$ cat config.mk
export PLATFORM = sky130hd
export DESIGN_NAME = usb_frontend_test_override
export DESIGN_NICKNAME = d
export VERILOG_FILES = /design/src/design/frontend_test_pkg.sv /design/src/design/usb_frontend_test_override.sv
export SDC_FILE = /design/constraint.sdc
export NUM_CORES = 1
export LEC_CHECK = 0
export BUFFER_PORTS_ARGS = -buffer_cell sky130_fd_sc_hd__buf_2
export CAP_MARGIN = 20
export CORE_UTILIZATION = 41
export CTS_BUF_LIST = sky130_fd_sc_hd__clkbuf_4 sky130_fd_sc_hd__clkbuf_8 sky130_fd_sc_hd__clkbuf_16
export DETAILED_ROUTE_END_ITERATION = 10
export GPL_TIMING_DRIVEN = 0
export PLACE_DENSITY_LB_ADDON = 0.3
export SYNTH_ARGS = -nofsm -noshare
export SYNTH_HDL_FRONTEND = slang
export SYNTH_SLANG_ARGS = --single-unit
$ cat constraint.sdc
create_clock -name hclk -period 1.5 [get_ports hclk]
set_clock_uncertainty 0.15 [all_clocks]
set_input_delay 0.075 -clock hclk [delete_from_list [all_inputs] [get_ports hclk]]
set_output_delay 0.075 -clock hclk [all_outputs]
set_load 0.05 [all_outputs]
$ cat src/design/frontend_test_pkg.sv
// package: offsets, field layout and reset values of the front end test override register
//
// Functional notes
// - bit 22 low enables the fs/ls line driver, high tri-states it; resets 0.
// - bit 21 gives the fs/ls value driven onto the plus line.
// - bit 20 gives the fs/ls value driven onto the minus line.
// - bit 19 is read-only, shows the differential receiver output; resets 0.
// - bits 15:14 hs transmit valid mask: 00 none, 01 low, 11 both; 10 invalid.
// - bits 13:12 hold two hs transmit bits, sent low bit first.
// - bit 11 powers hs current source; forced on while port is high-speed.
// - bits 10:8 trim hs drive current, eight documented steps, 000 nominal.
// - trim field survives protected resets; hresetn reloads its default, otherwise only its reload events and bus writes change it.
// - bit 7 enables 1.5k pull-up on the plus line; resets 0.
// - bit 6 enables the 1.5k pull-up named for the minus line; resets 0.
// - bit 5 enables 15k pull-down on the plus line; resets 0.
// - bit 4 enables 15k pull-down on the minus line; resets 0.
// - bit 1: 0 hs driver low power at idle, 1 active transmit, source on.
// - trim default: config image if present, else programmed otp, else 000.
// - usb or lite reset reloads trim from config image, else 000.
package frontend_test_pkg;

  // ----------------------------------------------------------------
  // register map
  // ----------------------------------------------------------------
  localparam logic [7:0]  OVERRIDE_OFFSET = 8'hC4;
  localparam logic [31:0] OVERRIDE_RESET  = 32'h0000_0000;
  localparam logic [31:0] WRITE_MASK      = 32'h0070_FFF2;

  // ----------------------------------------------------------------
  // field positions
  // ----------------------------------------------------------------
  localparam int FS_OEN_BIT   = 22;
  localparam int FS_VP_BIT    = 21;
  localparam int FS_VM_BIT    = 20;
  localparam int FS_RX_BIT    = 19;
  localparam int TXVAL_LSB    = 14;
  localparam int TXDAT_LSB    = 12;
  localparam int HS_CS_BIT    = 11;
  localparam int TRIM_LSB     = 8;
  localparam int PU_DP_BIT    = 7;
  localparam int PU_DM_BIT    = 6;
  localparam int PD_DP_BIT    = 5;
  localparam int PD_DM_BIT    = 4;
  localparam int TXACT_BIT    = 1;

  localparam logic [2:0] TRIM_NOMINAL  = 3'h0;
  localparam logic [1:0] MASK_INVALID  = 2'h2;
  localparam logic [1:0] MASK_NONE     = 2'h0;

  // ----------------------------------------------------------------
  // carriers
  // ----------------------------------------------------------------
  typedef struct packed {
    logic       fs_driver_enable_n;
    logic       fs_positive_line_out;
    logic       fs_negative_line_out;
    logic [1:0] frontend_hs_tx_valid_bus;
    logic [1:0] hs_tx_bits;
    logic       hs_current_source_on;
    logic [2:0] hs_drive_current_trim;
    logic       pullup_plus_line_on;
    logic       pullup_minus_line_on;
    logic       pulldown_plus_line_on;
    logic       pulldown_minus_line_on;
    logic       hs_driver_transmit_active;
  } frontend_ctrl_t;

  typedef struct packed {
    logic       image_present;
    logic [2:0] config_image_current_trim;
    logic       otp_programmed;
    logic [2:0] otp_current_trim;
  } trim_source_t;

endpackage : frontend_test_pkg

$ cat src/design/usb_frontend_test_override.sv
// module: ahb-lite slave holding the usb front end test override register
`timescale 1ns/1ps
module usb_frontend_test_override
  import frontend_test_pkg::*;
(
  input  wire logic           hclk,
  input  wire logic           hresetn,
  input  wire logic           hsel,
  input  wire logic [31:0]    haddr,
  input  wire logic [1:0]     htrans,
  input  wire logic           hwrite,
  input  wire logic [2:0]     hsize,
  input  wire logic [31:0]    hwdata,
  input  wire logic           hready,
  output logic [31:0]         hrdata,
  output logic                hreadyout,
  output logic                hresp,
  input  wire logic           fs_diff_receiver_in,
  input  wire logic           hs_mode,
  input  wire logic           usb_reset,
  input  wire logic           lite_reset,
  input  wire trim_source_t   trim_source,
  output frontend_ctrl_t      frontend_ctrl,
  output logic                hs_mask_invalid
);

  // ----------------------------------------------------------------
  // pin synchroniser for the receiver output
  // ----------------------------------------------------------------
  logic rx_meta_r;
  logic rx_sync_r;

  always_ff @(posedge hclk or negedge hresetn)
  begin
    if (!hresetn)
    begin
      rx_meta_r <= 1'b0;
      rx_sync_r <= 1'b0;
    end
    else
    begin
      rx_meta_r <= fs_diff_receiver_in;
      rx_sync_r <= rx_meta_r;
    end
  end

  // ----------------------------------------------------------------
  // ahb-lite address phase capture
  // ----------------------------------------------------------------
  logic       wr_pend_r;
  logic       rd_hit_r;
  logic       wr_hit_r;
  wire  logic addr_valid;
  wire  logic addr_hit;

  assign addr_valid = hsel && hready && htrans[1];
  assign addr_hit   = (haddr[7:0] == OVERRIDE_OFFSET) && (haddr[31:8] == 24'h00_0000);

  always_ff @(posedge hclk or negedge hresetn)
  begin
    if (!hresetn)
    begin
      wr_pend_r <= 1'b0;
      wr_hit_r  <= 1'b0;
      rd_hit_r  <= 1'b0;
    end
    else if (hready)
    begin
      wr_pend_r <= addr_valid && hwrite;
      wr_hit_r  <= addr_valid && hwrite && addr_hit;
      rd_hit_r  <= addr_valid && !hwrite && addr_hit;
    end
  end

  // zero wait states; every access answers OKAY, unmapped reads give zero
  assign hreadyout = 1'b1;
  assign hresp     = 1'b0;

  // ----------------------------------------------------------------
  // register storage
  // ----------------------------------------------------------------
  logic [31:0] ctrl_r;
  logic [31:0] ctrl_nxt;
  logic [2:0]  trim_r;
  logic [2:0]  trim_nxt;
  logic        trim_init_r;
  wire  logic  reload_event;
  wire  logic [2:0] trim_default;
  wire  logic [2:0] trim_reload;

  // only the writable field bits are kept, so reserved positions stay zero
  assign ctrl_nxt = wr_hit_r ? (hwdata & WRITE_MASK) : ctrl_r;

  always_ff @(posedge hclk or negedge hresetn)
  begin
    if (!hresetn)
      ctrl_r <= OVERRIDE_RESET;
    else
      ctrl_r <= ctrl_nxt;
  end

  assign trim_default = trim_source.image_present ? trim_source.config_image_current_trim :
                        trim_source.otp_programmed ? trim_source.otp_current_trim :
                        TRIM_NOMINAL;

  // the reload deliberately skips otp: only the image or nominal
  assign trim_reload  = trim_source.image_present ? trim_source.config_image_current_trim :
                        TRIM_NOMINAL;

  assign reload_event = usb_reset || lite_reset;

  // the trim sits outside the usb and lite reset domain; the sources are
  // straps, so they are sampled by a clocked load after release
  assign trim_nxt = !trim_init_r ? trim_default :
                    reload_event ? trim_reload :
                    wr_hit_r ? hwdata[TRIM_LSB +: 3] :
                    trim_r;

  always_ff @(posedge hclk or negedge hresetn)
  begin
    if (!hresetn)
    begin
      trim_r      <= TRIM_NOMINAL;
      trim_init_r <= 1'b0;
    end
    else
    begin
      trim_r      <= trim_nxt;
      trim_init_r <= 1'b1;
    end
  end

  // ----------------------------------------------------------------
  // read path
  // ----------------------------------------------------------------
  wire logic [31:0] read_word;

  assign read_word = (ctrl_r & ~(32'h0000_0700))
                   | ({29'h0000_0000, trim_r} << TRIM_LSB)
                   | ({31'h0000_0000, rx_sync_r} << FS_RX_BIT);

  always_ff @(posedge hclk or negedge hresetn)
  begin
    if (!hresetn)
      hrdata <= 32'h0000_0000;
    else if (addr_valid && !hwrite && addr_hit)
      hrdata <= read_word;
    else if (hready)
      hrdata <= 32'h0000_0000;
  end

  // ----------------------------------------------------------------
  // front end drive
  // ----------------------------------------------------------------
  wire logic [1:0] mask_field;
  wire logic       cs_on;

  assign mask_field = ctrl_r[TXVAL_LSB +: 2];
  // an invalid mask is flagged and treated as no valid bits
  assign hs_mask_invalid = (mask_field == MASK_INVALID);
  assign cs_on = ctrl_r[HS_CS_BIT] || hs_mode || ctrl_r[TXACT_BIT];

  always_ff @(posedge hclk or negedge hresetn)
  begin
    if (!hresetn)
      frontend_ctrl <= '0;
    else
    begin
      frontend_ctrl.fs_driver_enable_n        <= ctrl_r[FS_OEN_BIT];
      frontend_ctrl.fs_positive_line_out      <= ctrl_r[FS_VP_BIT];
      frontend_ctrl.fs_negative_line_out      <= ctrl_r[FS_VM_BIT];
      frontend_ctrl.frontend_hs_tx_valid_bus  <= hs_mask_invalid ? MASK_NONE
                                                                 : mask_field;
      frontend_ctrl.hs_tx_bits                <= ctrl_r[TXDAT_LSB +: 2];
      frontend_ctrl.hs_current_source_on      <= cs_on;
      frontend_ctrl.hs_drive_current_trim     <= trim_r;
      frontend_ctrl.pullup_plus_line_on       <= ctrl_r[PU_DP_BIT];
      frontend_ctrl.pullup_minus_line_on      <= ctrl_r[PU_DM_BIT];
      frontend_ctrl.pulldown_plus_line_on     <= ctrl_r[PD_DP_BIT];
      frontend_ctrl.pulldown_minus_line_on    <= ctrl_r[PD_DM_BIT];
      frontend_ctrl.hs_driver_transmit_active <= ctrl_r[TXACT_BIT];
    end
  end

endmodule : usb_frontend_test_override

---- Word level (Yosys, flattened, before mapping) ----
Cells that the tools add are included.
storage, ports and cells
  input port bits ......................... 86
  logic and storage cells ................. 46
  output and inout port bits .............. 51
  register bits after elaboration ......... 71
operators by class
  bitwise logic cells ..................... 2
  multiplexer cells ....................... 9
  reductions and logical operators ........ 13
  equal/unequal tests ..................... 3
operators with widths
  kind                                                             count
  32-bit two-way mux                                               2
  24-bit logical NOT                                               1
  23-bit by 11-bit bitwise OR with 23-bit output                   1
  23-bit by 20-bit bitwise OR with 23-bit output                   1
  3-bit two-way mux                                                6
  8-bit == test, second input constant                             1
  1-bit logical AND                                                7
  1-bit logical OR                                                 3
  3-bit by 2-bit != test with 1-bit output, second input constant  1
  2-bit == test, second input constant                             1
  2-bit two-way mux                                                1
  2-bit nonzero test                                               1
  1-bit logical NOT                                                1

---- Depth between registers and ports, before layout ----
  depth after elaboration ................. 5
  gate-level depth with buffers ........... 5
  depth with buffers taken out ............ 4

---- Worst setup path after synthesis ----
Ideal clock, no wire load.
  path kind ............................... in2reg
  from .................................... input haddr[17]
  to ...................................... register hrdata[10]
  library setup time ...................... 0.078 ns
  setup slack ............................. 0.000 ns
  stages .................................. 5
  arrival time ............................ 1.272 ns
  data required time ...................... 1.272 ns
  cell sequence ........................... or4_4 > nor4_4 > nand4b_4 > buf_6 > o2bb2ai_1
between the ends
  cells in the longest elaborated chain, start to end .. 4
RTL lines
  what                                                      RTL line                           source
  start: declaration                                        usb_frontend_test_override.sv:9    input wire logic [31:0] haddr,
  24-bit logical NOT *                                      usb_frontend_test_override.sv:57   assign addr_hit = (haddr[7:0] == OVERRIDE_OFFSET) && (haddr[31:8] == 24'h00_0000);
  1-bit logical AND *                                       usb_frontend_test_override.sv:57
  1-bit logical AND *                                       usb_frontend_test_override.sv:146  else if (addr_valid && !hwrite && addr_hit)
  32-bit two-way mux or 2-bit nonzero test (tied branches)  --
  end signal: assignment                                    usb_frontend_test_override.sv:147  hrdata <= read_word;
  end: declaration                                          usb_frontend_test_override.sv:15   output logic [31:0] hrdata,
Mark *: on every way between the ends. The rest lies on a longest branch, timed or not.
A chain may end at the register's enable or synchronous reset.

---- Final worst setup path ----
  from .................................... input haddr[17]
  to ...................................... register hrdata[20]
The elaborated chain is that of the path after synthesis.

==> summary.md <==
| Metric | Value |
|---|---|
| CP startpoint kind | `input pin` |
| Rel. slew slack | `62.15%` |
| VDD IR max | `0.0004113 V` |
| R2R cell count | `4` |
| Hold slack final | `29.10 ps` |
| Placed Cells | `358` |
| Die Area | `5377 sq um` |
| Synthesized area | `2086 sq um` |
| Sink Count | `53` |
| Arrival time worst endpoint | `1550 ps` |
| Utilization after layout | `64.96%` |
| EDFF count, synth | `0` |
| DR pass1 iterations | `4` |
| Fin. max-slew vios | `0` |
| First-pass GRT wire length | `7.341 mm` |
| Total wire length | `4.585 mm` |
| CP bufs+invs | `2` |
| Hold WC Path Type | `input pin to flop` |
| CTS Root Buffer Type | `clkbuf_8` |
| Area of the core | `4817 sq um` |
| RSZ-0062 raised after global routing | `yes` |
| Final number of hold-violating endpoints | `0` |
| Clk Latency, worst-skew pair | `290 ps` |
| CTS tree | `yes` |
| Warnings, synthesis | `0` |
| Total Neg Setup Slack | `0 ps` |
| Vias in the first global route | `1619` |
| Origin of the critical flop-to-flop path | `trim_init_r` |
| GR Overflow Total | `0` |
| Slowest stage delay, CP | `530 ps` |
| Clk slew on worst S/H paths | `80 ps` |
| Detail Placement HPWL | `3.231 mm` |
| Fraction of layout cells with a size suffix above 1 | `42.33%` |
| R2R setup slack | `150 ps` |
| Leakage | `1.657 nW` |
| Final net count | `411` |
| Clock share of power | `25.6%` |
| Post-synth top cells | `53 x dfrtp_1, 18 x inv_1, 17 x buf_4, 17 x o21ai_0, 16 x o2bb2ai_1` |
| Flop pwr share | `52.2%` |
| Pre-CTS WS | `-257.4 ps` |
| GRT Resource Usage Total | `18.31%` |
| Total number of vias | `1722` |
| WS Path Type | `input pin to flop` |
| # DRC | `0` |
| DRT antenna net count | `0` |
| Hold Path Origin | `trim_source[2]` |
| Overall power | `3.023 mW` |
| Critical path's slowest cell | `or4_4` |
| Vias per cell | `4.382` |
| Clock buffer depth | `2` |
| I/O pins | `137` |
| # rows | `25` |
| First DRT Iteration DRCs | `92` |
| Die H | `73.33 um` |
| Area growth, synth to finish | `50.03%` |
| Power Density | `966.2 nW/um^2` |
| Diodes inserted | `0` |
| Switching pwr | `0.9225 mW` |
| Asr flop ratio synth | `100.0%` |
| Endpoints failing setup | `0` |
| H-tree depth | `2` |
| Fin crit share | `99.83%` |
| Top_reg_cell synth | `dfrtp_1` |
| FF-to-FF End | `trim_r[1]` |
| WHS Path Cells | `4` |
| Most common cell in the netlist | `dfrtp_1` |
| Crit-path max FO | `6` |
| Non-filler instance count after layout | `393` |
| Design area | `3129 sq um` |
| Yosys cell types | `27` |
| Die Wd | `73.33 um` |
| Worst path top cell family by delay | `simple AND/OR/NAND/NOR gates` |
| CP Capture Type | `flop` |
| Cell taking the most area after synthesis | `dfrtp_1` |
| Final-layout fill cell count | `416` |
| Post-route setup slack | `2.617 ps` |
| #FFs+latches synth | `53` |
| CP required | `1560 ps` |
| Port bufs | `99` |
| Ranking of synthesized cells by area | `dfrtp_1 64%, o2bb2ai_1 6.7%, buf_4 6.1%` |
| Combinational power share | `22.1%` |
| Max Fclk | `667.8 MHz` |
| Internal power | `2.101 mW` |
| CTS Buf Count | `5` |
| Gpl congestion | `0.7603` |
| Worst-path cell chain | `buf_2 > or4_4 > nor4_4 > nand4b_4 > buf_4 > o2bb2ai_1` |
| Max-Cap Viols | `0` |
| Antenna violations before repair | `0` |
| DP Area | `2745 sq um` |
| Syn Area/Cell | `11.92 sq um` |
| Sequential element share of the synthesized area | `63.59%` |
| Worst-Margin Slew | `567.7 ps` |
| Initial Util | `43.30%` |
| Final Critical Period | `1497 ps` |
| Worst Hold End | `trim_r[2]` |
| Avg WL per Cell | `11.67 um` |
| Pin count of the biggest net entering global routing | `36` |
| Synthesized netlist cell count | `175` |
| Sw Ratio | `30.51%` |
| Post-synth top area share | `63.59%` |
| Status | `completed` |
==> cells by family (layout without fill, tap and decap cells) <==
group,Yosys count,after routing,synth area share (%)
flops,53,53,63.59
buf+inv,42,177,10.98
other cells,2,18,0.3601
simple gates,35,35,10.86
compound gates,43,43,14.22
==> power by group through the flow <==
stage          Combinational, mW  Clock [mW]  Sequential, mW
6_report                   0.670       0.775            1.58
2_1_floorplan              0.227           0            1.79
4_1_cts                    0.666       0.805            1.58
5_1_grt                    0.719       0.863            1.59
3_3_place_gp               0.604           0            1.60
3_5_place_dp               0.616           0            1.61
==> final cells by class <==
type	count	area, sq um	area share [%]
clock buffers	6	76.32	2.439
clock inverters	2	15.01	0.4798
plain buffers	23	158.9	5.078
repair buffers	127	778.2	24.87
multi-input cells	96	619.3	19.79
flip-flops and latches	53	1326	42.38
inverters	19	71.32	2.279
well taps	67	83.83	2.679
==> state kept, by name, summed over array words and instances, names as in the netlist <==
| signal | flops |
|---|---|
| trim_init_r | 1 |
| ctrl_r | 13 |
| rx_sync_r | 1 |
| wr_hit_r | 1 |
| hrdata | 17 |
| rx_meta_r | 1 |
| frontend_ctrl | 16 |
| trim_r | 3 |
==> tightest hold or removal path: stages <==
cell and delay [ps]:
buf_2 70, a22o_1 130, a21oi_1 40, a21oi_1 100
==> worst max-delay path by stage <==
stage               start         end  slack, ps  cells past startpoint
2_1_floorplan   haddr[17]  hrdata[10]          2                      5
3_3_place_gp    haddr[17]   hrdata[6]       -250                      6
3_5_place_dp    haddr[17]   hrdata[6]       -260                      6
4_1_cts        lite_reset   trim_r[0]         30                      6
5_1_grt         haddr[17]  hrdata[20]        -70                      6
6_report        haddr[17]  hrdata[20]          3                      6
==> placed cells by master (no fill, tap or decap), drive strengths merged, types with 2 or more instances in the layout <==
| master | n |
|---|---|
| buf | 121 |
| dfrtp | 53 |
| dlygate4sd3 | 24 |
| inv | 18 |
| conb | 18 |
| o21ai | 17 |
| o2bb2ai | 17 |
| nand2 | 14 |
| clkbuf | 11 |
| a21oi | 6 |
| nor4 | 5 |
| nand2b | 3 |
| a22o | 3 |
| nor2 | 2 |
| clkinvlp | 2 |
| nor3b | 2 |
==> metal layers <==
metal	global-route usage [%]	vias up	share of wire, %
met1	22.76	790	43
met4	5.769	0	0.74
li1	-	858	-
met3	4.115	2	5.6
met5	0	-	0
met2	31.79	72	51
==> what timing repair did <==
item / in CTS / in global routing
pin swaps: 0 / 2
buffers inserted: 0 / 3
hold endpoints to repair: 72 / 0
gates resized for setup: 1 / 6
endpoints found under the setup margin: 3 / 9
hold buffers: 24 / 0
gates cloned: 0 / 0
(Power assumes the default switching activity.)
